`src/rtl/receiver_strobes_pkg.sv`:
```
// Overview of operation
// - error output is low normally and high while the receiver is in error.
// - four mark inputs, leading edge, active low at reset, polarity programmable; pulses over 150 ns trigger.
// - four active-low programmable frequency outputs, zero up to the top rate.
// - command ready is high only while the receiver accepts host commands.
// - command ready stays low during booting and system reset, and from the second clock of an external reset.
// - a recoverable error leaves command ready asserted.
// - position valid drops at the moment the error flag rises.
// - a fatal error restart holds ready, error and position valid low.
// - position valid is high only while a valid solution is available.
package receiver_strobes_pkg;
   localparam int CLK_PERIOD_NS = 20;
   localparam int MARK_MIN_NS   = 150;
   localparam int MARK_MIN_CYC  =
      (MARK_MIN_NS + CLK_PERIOD_NS - 1) / CLK_PERIOD_NS;
   localparam int ADDR_W    = 8;
   localparam int DATA_W    = 32;
   localparam int NUM_MARKS = 4;
   localparam int NUM_FREQ  = 4;
   localparam int FREQ_W    = 24;
   localparam int MCNT_W    = 5;
   localparam logic [MCNT_W-1:0] MARK_MIN = MCNT_W'(MARK_MIN_CYC);
   // register byte offsets
   localparam logic [ADDR_W-1:0] OFS_CTRL      = 8'h00;
   localparam logic [ADDR_W-1:0] OFS_MARK_POL  = 8'h04;
   localparam logic [ADDR_W-1:0] OFS_MARK_FLAG = 8'h08;
   localparam logic [ADDR_W-1:0] OFS_STATUS    = 8'h0C;
   localparam logic [ADDR_W-1:0] OFS_TIME      = 8'h10;
   localparam logic [ADDR_W-1:0] OFS_MARK_TIME = 8'h20;
   localparam logic [ADDR_W-1:0] OFS_FREQ_DIV  = 8'h30;
   localparam logic [ADDR_W-1:0] OFS_BANK_END  = 8'h40;
   // control and status bit positions
   localparam int CTRL_READY = 0;
   localparam int CTRL_ERROR = 1;
   localparam int CTRL_POS   = 2;
   localparam int CTRL_FATAL = 3;
   localparam int STAT_RESTART = 3;
   localparam logic [NUM_MARKS-1:0] MARK_POL_RESET = 4'h0;
   localparam logic [DATA_W-1:0]    ZERO_WORD      = 32'h0000_0000;
   typedef enum logic [1:0] {ST_BOOT, ST_RUN, ST_RESTART} run_state_t;
endpackage

```
`src/rtl/receiver_status_strobes.sv`:
```
`timescale 1ns/100ps
`default_nettype none
module receiver_status_strobes #(
   parameter int RESTART_CYCLES = 1000
) (
   input  wire logic                                       i_clk,
   input  wire logic                                       i_sys_rst,
   input  wire logic                                       i_external_reset_n,
   input  wire logic [receiver_strobes_pkg::NUM_MARKS-1:0] i_mark_input,
   input  wire logic [receiver_strobes_pkg::ADDR_W-1:0]    i_address,
   input  wire logic                                       i_read,
   input  wire logic                                       i_write,
   input  wire logic [receiver_strobes_pkg::DATA_W-1:0]    i_writedata,
   input  wire logic [3:0]                                 i_byteenable,
   output logic [receiver_strobes_pkg::DATA_W-1:0]         o_readdata,
   output logic                                            o_waitrequest,
   output logic                                            o_error,
   output logic                                            o_command_ready,
   output logic                                            o_pos_valid,
   output logic [receiver_strobes_pkg::NUM_FREQ-1:0]       o_freq_output,
   output logic [receiver_strobes_pkg::NUM_MARKS-1:0]      o_mark_trigger
);
   import receiver_strobes_pkg::*;

   localparam int RC_W = $clog2(RESTART_CYCLES + 1);
   localparam logic [RC_W-1:0] RESTART_LAST = RC_W'(RESTART_CYCLES - 1);

   run_state_t                       state_reg, state_next;
   logic [RC_W-1:0]                  rcnt_reg, rcnt_next;
   logic                             ready_req_reg, ready_req_next;
   logic                             err_req_reg, err_req_next;
   logic                             pos_req_reg, pos_req_next;
   logic [NUM_MARKS-1:0]             pol_reg, pol_next;
   logic [NUM_MARKS-1:0]             flag_reg, flag_next;
   logic [NUM_FREQ-1:0][FREQ_W-1:0]  div_reg, div_next;
   logic [DATA_W-1:0]                time_reg, time_next;
   logic                             wait_reg, wait_next;
   logic [DATA_W-1:0]                rdata_reg, rdata_next;
   logic                             err_out_next, rdy_out_next, pos_out_next;
   logic                             wr_go, rd_go;
   logic [NUM_MARKS-1:0]             mark_act, trig_w;
   logic [NUM_MARKS-1:0][DATA_W-1:0] mark_time_w;
   logic [NUM_FREQ-1:0]              fout_w;

   // merge write data into an old word by byte enable
   function automatic logic [DATA_W-1:0] merge_be(
      input logic [DATA_W-1:0] old_w,
      input logic [DATA_W-1:0] new_w,
      input logic [3:0]        be);
      logic [DATA_W-1:0] res;
      res = old_w;
      for (int b = 0; b < 4; b++) begin
         if (be[b]) begin
            res[8*b +: 8] = new_w[8*b +: 8];
         end
      end
      return res;
   endfunction

   // bus qualifiers: one wait state, then the access completes
   assign wr_go = i_write & ~wait_reg;
   assign rd_go = i_read & wait_reg;

   // free running time base for mark time tags
   always_comb begin
      time_next = time_reg + 32'h0000_0001;
   end
   always_ff @(posedge i_clk or posedge i_sys_rst) begin
      if (i_sys_rst) begin
         time_reg <= ZERO_WORD;
      end else begin
         time_reg <= time_next;
      end
   end

   // per mark: synchroniser, polarity, width qualifier, time capture
   for (genvar m = 0; m < NUM_MARKS; m++) begin : g_mark
      logic              s1_reg, s2_reg, s1_next, s2_next;
      logic [MCNT_W-1:0] cnt_reg, cnt_next;
      logic [DATA_W-1:0] edge_reg, edge_next, tag_reg, tag_next;
      logic              trig_reg, trig_next;
      logic              act;
      assign act = ~(s2_reg ^ pol_reg[m]);
      always_comb begin
         s1_next   = i_mark_input[m];
         s2_next   = s1_reg;
         cnt_next  = ZERO_WORD[MCNT_W-1:0];
         edge_next = edge_reg;
         tag_next  = tag_reg;
         trig_next = 1'b0;
         if (act) begin
            // leading edge stamps, one trigger once width is met
            cnt_next = (cnt_reg == MARK_MIN) ? cnt_reg : cnt_reg + 1'b1;
            if (cnt_reg == ZERO_WORD[MCNT_W-1:0]) begin
               edge_next = time_reg;
            end
            if (cnt_reg == MARK_MIN - 1'b1) begin
               trig_next = 1'b1;
               tag_next  = edge_reg;
            end
         end
      end
      always_ff @(posedge i_clk or posedge i_sys_rst) begin
         if (i_sys_rst) begin
            s1_reg   <= 1'b1;
            s2_reg   <= 1'b1;
            cnt_reg  <= '0;
            edge_reg <= ZERO_WORD;
            tag_reg  <= ZERO_WORD;
            trig_reg <= 1'b0;
         end else begin
            s1_reg   <= s1_next;
            s2_reg   <= s2_next;
            cnt_reg  <= cnt_next;
            edge_reg <= edge_next;
            tag_reg  <= tag_next;
            trig_reg <= trig_next;
         end
      end
      assign mark_act[m]    = act;
      assign trig_w[m]      = trig_next;
      assign mark_time_w[m] = tag_reg;
      assign o_mark_trigger[m] = trig_reg;
   end

   // per output: half period divider, zero divisor means 0 Hz idle high
   for (genvar f = 0; f < NUM_FREQ; f++) begin : g_freq
      logic [FREQ_W-1:0] cnt_reg, cnt_next;
      logic              out_reg, out_next;
      always_comb begin
         cnt_next = cnt_reg + 1'b1;
         out_next = out_reg;
         if (state_reg == ST_RESTART || div_reg[f] == '0) begin
            cnt_next = '0;
            out_next = 1'b1;
         end else if (cnt_reg >= div_reg[f] - 1'b1) begin
            cnt_next = '0;
            out_next = ~out_reg;
         end
      end
      always_ff @(posedge i_clk or posedge i_sys_rst) begin
         if (i_sys_rst) begin
            cnt_reg <= '0;
            out_reg <= 1'b1;
         end else begin
            cnt_reg <= cnt_next;
            out_reg <= out_next;
         end
      end
      assign fout_w[f] = out_reg;
   end
   assign o_freq_output = fout_w;

   // core: run state, registers, bus answer and status outputs
   always_comb begin
      logic [DATA_W-1:0] wd;
      logic [DATA_W-1:0] dw;
      wd             = merge_be(ZERO_WORD, i_writedata, i_byteenable);
      dw             = ZERO_WORD;
      state_next     = state_reg;
      rcnt_next      = rcnt_reg;
      ready_req_next = ready_req_reg;
      err_req_next   = err_req_reg;
      pos_req_next   = pos_req_reg;
      pol_next       = pol_reg;
      div_next       = div_reg;
      flag_next      = flag_reg;
      wait_next      = ~((i_read | i_write) & wait_reg);
      rdata_next     = rdata_reg;
      if (wr_go) begin
         if (i_address == OFS_CTRL) begin
            ready_req_next = wd[CTRL_READY];
            err_req_next   = wd[CTRL_ERROR];
            pos_req_next   = wd[CTRL_POS];
            if (wd[CTRL_FATAL]) begin
               state_next = ST_RESTART;
               rcnt_next  = '0;
            end
         end else if (i_address == OFS_MARK_POL) begin
            pol_next = wd[NUM_MARKS-1:0];
         end else if (i_address == OFS_MARK_FLAG) begin
            flag_next = flag_reg & ~wd[NUM_MARKS-1:0];
         end else if (i_address >= OFS_FREQ_DIV &&
                      i_address < OFS_BANK_END) begin
            // merge into the 24-bit divisor, upper byte dropped
            dw = merge_be({8'h00, div_reg[i_address[3:2]]}, i_writedata,
                          i_byteenable);
            div_next[i_address[3:2]] = dw[FREQ_W-1:0];
         end
      end
      flag_next = flag_next | trig_w; // set wins over clear
      if (state_reg == ST_RESTART) begin
         ready_req_next = 1'b0;
         err_req_next   = 1'b0;
         pos_req_next   = 1'b0;
         rcnt_next      = rcnt_reg + 1'b1;
         if (rcnt_reg == RESTART_LAST) begin
            state_next = ST_BOOT;
         end
      end else if (state_reg == ST_BOOT && ready_req_reg) begin
         state_next = ST_RUN;
      end
      if (!i_external_reset_n) begin
         state_next     = ST_BOOT;
         ready_req_next = 1'b0;
         err_req_next   = 1'b0;
         pos_req_next   = 1'b0;
      end
      rdy_out_next = (state_reg == ST_RUN);
      err_out_next = (state_reg == ST_RUN) & err_req_reg;
      pos_out_next = (state_reg == ST_RUN) & pos_req_reg &
                     ~err_req_reg;
      if (rd_go) begin
         rdata_next = ZERO_WORD;
         if (i_address == OFS_CTRL) begin
            rdata_next[CTRL_READY] = ready_req_reg;
            rdata_next[CTRL_ERROR] = err_req_reg;
            rdata_next[CTRL_POS]   = pos_req_reg;
         end else if (i_address == OFS_MARK_POL) begin
            rdata_next[NUM_MARKS-1:0] = pol_reg;
         end else if (i_address == OFS_MARK_FLAG) begin
            rdata_next[NUM_MARKS-1:0] = flag_reg;
         end else if (i_address == OFS_STATUS) begin
            rdata_next[CTRL_READY]   = o_command_ready;
            rdata_next[CTRL_ERROR]   = o_error;
            rdata_next[CTRL_POS]     = o_pos_valid;
            rdata_next[STAT_RESTART] = (state_reg == ST_RESTART);
         end else if (i_address == OFS_TIME) begin
            rdata_next = time_reg;
         end else if (i_address >= OFS_MARK_TIME &&
                      i_address < OFS_FREQ_DIV) begin
            rdata_next = mark_time_w[i_address[3:2]];
         end else if (i_address >= OFS_FREQ_DIV &&
                      i_address < OFS_BANK_END) begin
            rdata_next[FREQ_W-1:0] = div_reg[i_address[3:2]];
         end
      end
   end
   always_ff @(posedge i_clk or posedge i_sys_rst) begin
      if (i_sys_rst) begin
         state_reg       <= ST_BOOT;
         rcnt_reg        <= '0;
         ready_req_reg   <= 1'b0;
         err_req_reg     <= 1'b0;
         pos_req_reg     <= 1'b0;
         pol_reg         <= MARK_POL_RESET;
         flag_reg        <= '0;
         div_reg         <= '0;
         wait_reg        <= 1'b1;
         rdata_reg       <= ZERO_WORD;
         o_command_ready <= 1'b0;
         o_error         <= 1'b0;
         o_pos_valid     <= 1'b0;
      end else begin
         state_reg       <= state_next;
         rcnt_reg        <= rcnt_next;
         ready_req_reg   <= ready_req_next;
         err_req_reg     <= err_req_next;
         pos_req_reg     <= pos_req_next;
         pol_reg         <= pol_next;
         flag_reg        <= flag_next;
         div_reg         <= div_next;
         wait_reg        <= wait_next;
         rdata_reg       <= rdata_next;
         o_command_ready <= rdy_out_next;
         o_error         <= err_out_next;
         o_pos_valid     <= pos_out_next;
      end
   end
   assign o_waitrequest = wait_reg;
   assign o_readdata    = rdata_reg;
endmodule
`default_nettype wire

```
`config.mk`:
```
export PLATFORM = sky130hd
export DESIGN_NAME = receiver_status_strobes
export DESIGN_NICKNAME = d
export VERILOG_FILES = /design/src/rtl/receiver_strobes_pkg.sv /design/src/rtl/receiver_status_strobes.sv
export SDC_FILE = /design/constraint.sdc
export NUM_CORES = 2
export LEC_CHECK = 0
export ABC_AREA = 1
export BUFFER_PORTS_ARGS = -buffer_cell sky130_fd_sc_hd__buf_4
export CORE_MARGIN = 2
export CORE_UTILIZATION = 61
export CTS_BUF_LIST = sky130_fd_sc_hd__clkbuf_16
export DETAILED_ROUTE_END_ITERATION = 10
export GPL_TIMING_DRIVEN = 0
export PLACE_DENSITY = 0.78
export SYNTH_ARGS = -nofsm -noshare
export SYNTH_HDL_FRONTEND = slang
export SYNTH_SLANG_ARGS = --single-unit
```
`constraint.sdc`:
```
create_clock -name i_clk -period 34.4 [get_ports i_clk]
set_input_delay 3.44 -clock i_clk [delete_from_list [all_inputs] [get_ports i_clk]]
set_output_delay 3.44 -clock i_clk [all_outputs]
set_load 0.01 [all_outputs]
```
==> summary.md <==
| Metric | Value |
|---|---|
| Status | finished, final reports clean |
| Top Layer Used | met5 |
| Min-delay src | g_mark[1].s1_reg$_DFF_PP1_ |
| H-tree Lvls | 2 |
| Syn_area_per_cell | 8.01 µm² |
| Startpoint Class | input port |
| TritonCTS clock tree | yes |
| Clock Skew | 21.6 ps |
| Main synth FF type | dfrtp_1 |
| Clk_lat worst skew | 660 ps |
| Final non-filler cell total | 4,673 |
| Clk buf depth | 3 |
| Total Wirelength | 91,100 µm |
| Via/cell ratio | 5.75 |
| Routed wl met3 | 7160 µm |
| Gpl congestion | 1.03 |
| Max Fclk | 198 MHz |
| PwrDens | 48.2 nW/µm² |
| Maximum vdd drop | 0.0000438 V |
| Critical path's slowest cell | buf_2 |
| Worst path required time | 34,920 ps |
| Placed Cells incl. Taps | 4,560 |
| Synthesis-to-finish area growth | 11.8% |
| DR vias | 26.9k |
| Fill cells | 4,044 |
| #FFs+latches synth | 575 |
| Clock Sinks | 575 |
| First-pass GRT wire length | 142,000 µm |
| Slew Viols, Final | 0 |
| Final core occ | 69.3% |
| Fin nets | 4,130 |
| WP buf/inv | 3 |
| Synth Warn # | 0 |
| Crit Path Class | input port to register |
| Clock-pin slew of the registers on the worst-case setup and hold paths | 60 ps |
| Post-synth EDFFs | 0 |
| Post-CTS Hold Buffers | 0 |
| Worst Hold Path EP | g_mark[1].s2_reg$_DFF_PP1_ |
| Top cells by area, synth | dfrtp_1, nand2_1, nor2_1 |
| Final setup TNS | 0 ps |
| CTS Root Cell | clkbuf_16 |
| Worst r2r src | div_reg[72]$_DFFE_PP0P_ |
| Register area share after synthesis | 47.3% |
| Postcts setup bufs | 0 |
| DR WL/cell | 19.5 µm |
| Worst-case reg-to-reg path depth | 19 |
| Hold path depth | 0 |
| Maximum fanout along the worst path | 10 |
| Asr flop ratio synth | 100% |
| Top-area cell type share of the netlist area | 46.1% |
| Library cells used by synthesis | 47 |
| Pleak | 0.0173 µW |
| Metal2 WL | 42,600 µm |
| Worst slew margin | 41.5% |
| Hpwl dp | 66,000 µm |
| # setup viols final | 0 |
| Die height | 228 µm |
| Mapped Cells | 3,804 |
| Vias in the first global route | 26.1k |
| Crit path arrival time | 5570 ps |
| CORE AREA | 49,200 µm² |
| First-pass DRT Iterations | 7 |
| DR iter-0 viols | 2,808 |
| WL met1 | 36,000 µm |
| Detail Route Antenna Nets | 0 |
| Commonest non-fill, non-tap cell in the layout | nand2_1 |
| Initial antenna violation count | 3 |
| Total GRT Usage | 36.1% |
| Horiz. Die Dim | 228 µm |
| Unrepaired setup endpoints after global routing | false |
| Pin count of the biggest net entering global routing | 137 |
| MaxCap Viol Count | 0 |
| Post-CTS sizing | 0 |
| Worst R2R Setup Slack | 30,710 ps |
| Die area | 51,800 µm² |
| Layout cells sized above 1 | 8.28% |
| Crit-path cells | buf_4 -> buf_2 -> nor2_2 -> buf_2 -> a22oi_1 -> nand2_1 -> nand2_1 -> nand3_1 -> o21ai_0 |
| Top Ports | 97 |
| Cts bufs inserted | 61 |
| Hold Fails Final Rpt | 0 |
| Global route overflow | 0 |
| Synth area leader | dfrtp_1 |
| IO Port Bufs | 87 |
| Max incr delay on CP | 450 ps |
| Final period util | 14.7% |
| Reg2reg end | g_freq[3].cnt_reg[12]$_DFF_PP0_ |
| DRC | 0 |
| Initial core utilization | 62.0% |
| Commonest non-fill, non-tap cells in the layout | nand2_1, dfrtp_1, nor2_1 |
| Worst Setup End Kind | register |
| HP Class | register to register |
| Row cnt | 81 |
| Least-Margin Pin Slew | 877 ps |
| Syn nets | 3,975 |
| Crit path max-delay family | simple AND/OR/NAND/NOR gates |
| Mapped Area | 30,500 µm² |
| Minimum clock period | 5060 ps |
[worst max-delay path by stage]
stage / endpoint / depth (start not counted) / slack, ps / start
after floorplan: div_reg[0]$_DFFE_PP0P_ / 1 / 14900 / i_sys_rst
after global placement: g_mark[1].edge_reg[20]$_DFFE_PP0P_ / 2 / 8890 / i_sys_rst
after detailed placement: div_reg[4]$_DFFE_PP0P_ / 9 / 28790 / i_address[2]
after CTS: div_reg[4]$_DFFE_PP0P_ / 9 / 29460 / i_address[2]
after global routing: div_reg[5]$_DFFE_PP0P_ / 9 / 29300 / i_address[2]
final: div_reg[4]$_DFFE_PP0P_ / 9 / 29340 / i_address[2]
[worst register-to-register path, stage by stage, from the launching register on]
cell and delay [ps]:
dfrtp_1 430, inv_1 210, ha_1 220, inv_1 90, nor3_1 430, nand2_1 200, nor3_1 310, nand2_1 160
xor2_1 160, inv_1 70, ha_1 260, nand2_1 60, nor2_1 30, and2_1 200, nand2_1 100, inv_1 50
nand2_1 70, nand4_2 220, buf_4 250, nor2_1 100
[report_power, final]
part | leakage [µW] | internal, µW | switching (µW)
Clock | 0.00100 | 370 | 284
Sequential | 0.00738 | 719 | 42.7
Combinational | 0.00888 | 72.8 | 152
[metal layers]
layer | track usage, % | up-vias
li1 | - | 12554
met1 | 45.3 | 12761
met2 | 59.0 | 1200
met3 | 7.07 | 344
met4 | 19.9 | 6
met5 | 0 | -
[logic make-up after synthesis]
| kind of cell | after synthesis | share of synthesized area (%) |
|---|---|---|
| AOI/OAI and AO/OA | 477 | 8.75 |
| xor gates and xnor gates | 195 | 5.60 |
| adders and majority gates | 118 | 4.84 |
| buffers and inverters | 510 | 6.94 |
| DFF | 575 | 47.3 |
| muxes | 1 | 0.0328 |
| and+or+nand+nor | 1928 | 26.6 |
[layout make-up]
cell class	instances	area [µm²]	share of cell area [%]
multi-input cells	2719	14000	41.0
repair buffers	92	791	2.32
clock inverters	50	420	1.23
clock buffers	62	1550	4.55
flip-flops and latches	575	14400	42.3
well taps	664	831	2.44
inverters	387	1460	4.28
diodes	1	2.50	0.00734
plain buffers	123	662	1.94
[cell usage after synthesis, types with 8 or more instances]
| cell type | instances |
|---|---|
| ha_1 | 118 |
| clkbuf_1 | 49 |
| nand2_2 | 8 |
| o21ai_0 | 281 |
| buf_4 | 21 |
| nand2_1 | 1091 |
| buf_2 | 43 |
| nor4_1 | 9 |
| xnor2_1 | 46 |
| dfrtp_1 | 562 |
| nand3b_1 | 15 |
| nor3_1 | 57 |
| or2_2 | 25 |
| nand3_1 | 233 |
| nand4_1 | 56 |
| o21ai_1 | 27 |
| nor2_2 | 9 |
| inv_2 | 8 |
| inv_1 | 378 |
| o22ai_1 | 18 |
| buf_6 | 9 |
| dfstp_2 | 13 |
| o211ai_1 | 16 |
| a21oi_1 | 54 |
| a22oi_1 | 60 |
| nor2_1 | 396 |
| xor2_1 | 149 |
| a2bb2oi_1 | 8 |
[metrics by stage]
stage / setup WS [ps] / instance area [µm²] / power (µW) / hold WS [ps]
after floorplan: 14900 / 30500 / 912 / 345
after global placement: 8890 / 32000 / 986 / 346
after detailed placement: 28790 / 32100 / 994 / 349
after CTS: 29460 / 34100 / 1640 / 357
after global routing: 29300 / 34100 / 1710 / 361
final: 29340 / 34100 / 1640 / 356
No activity file was read; power rests on OpenSTA's default activity.
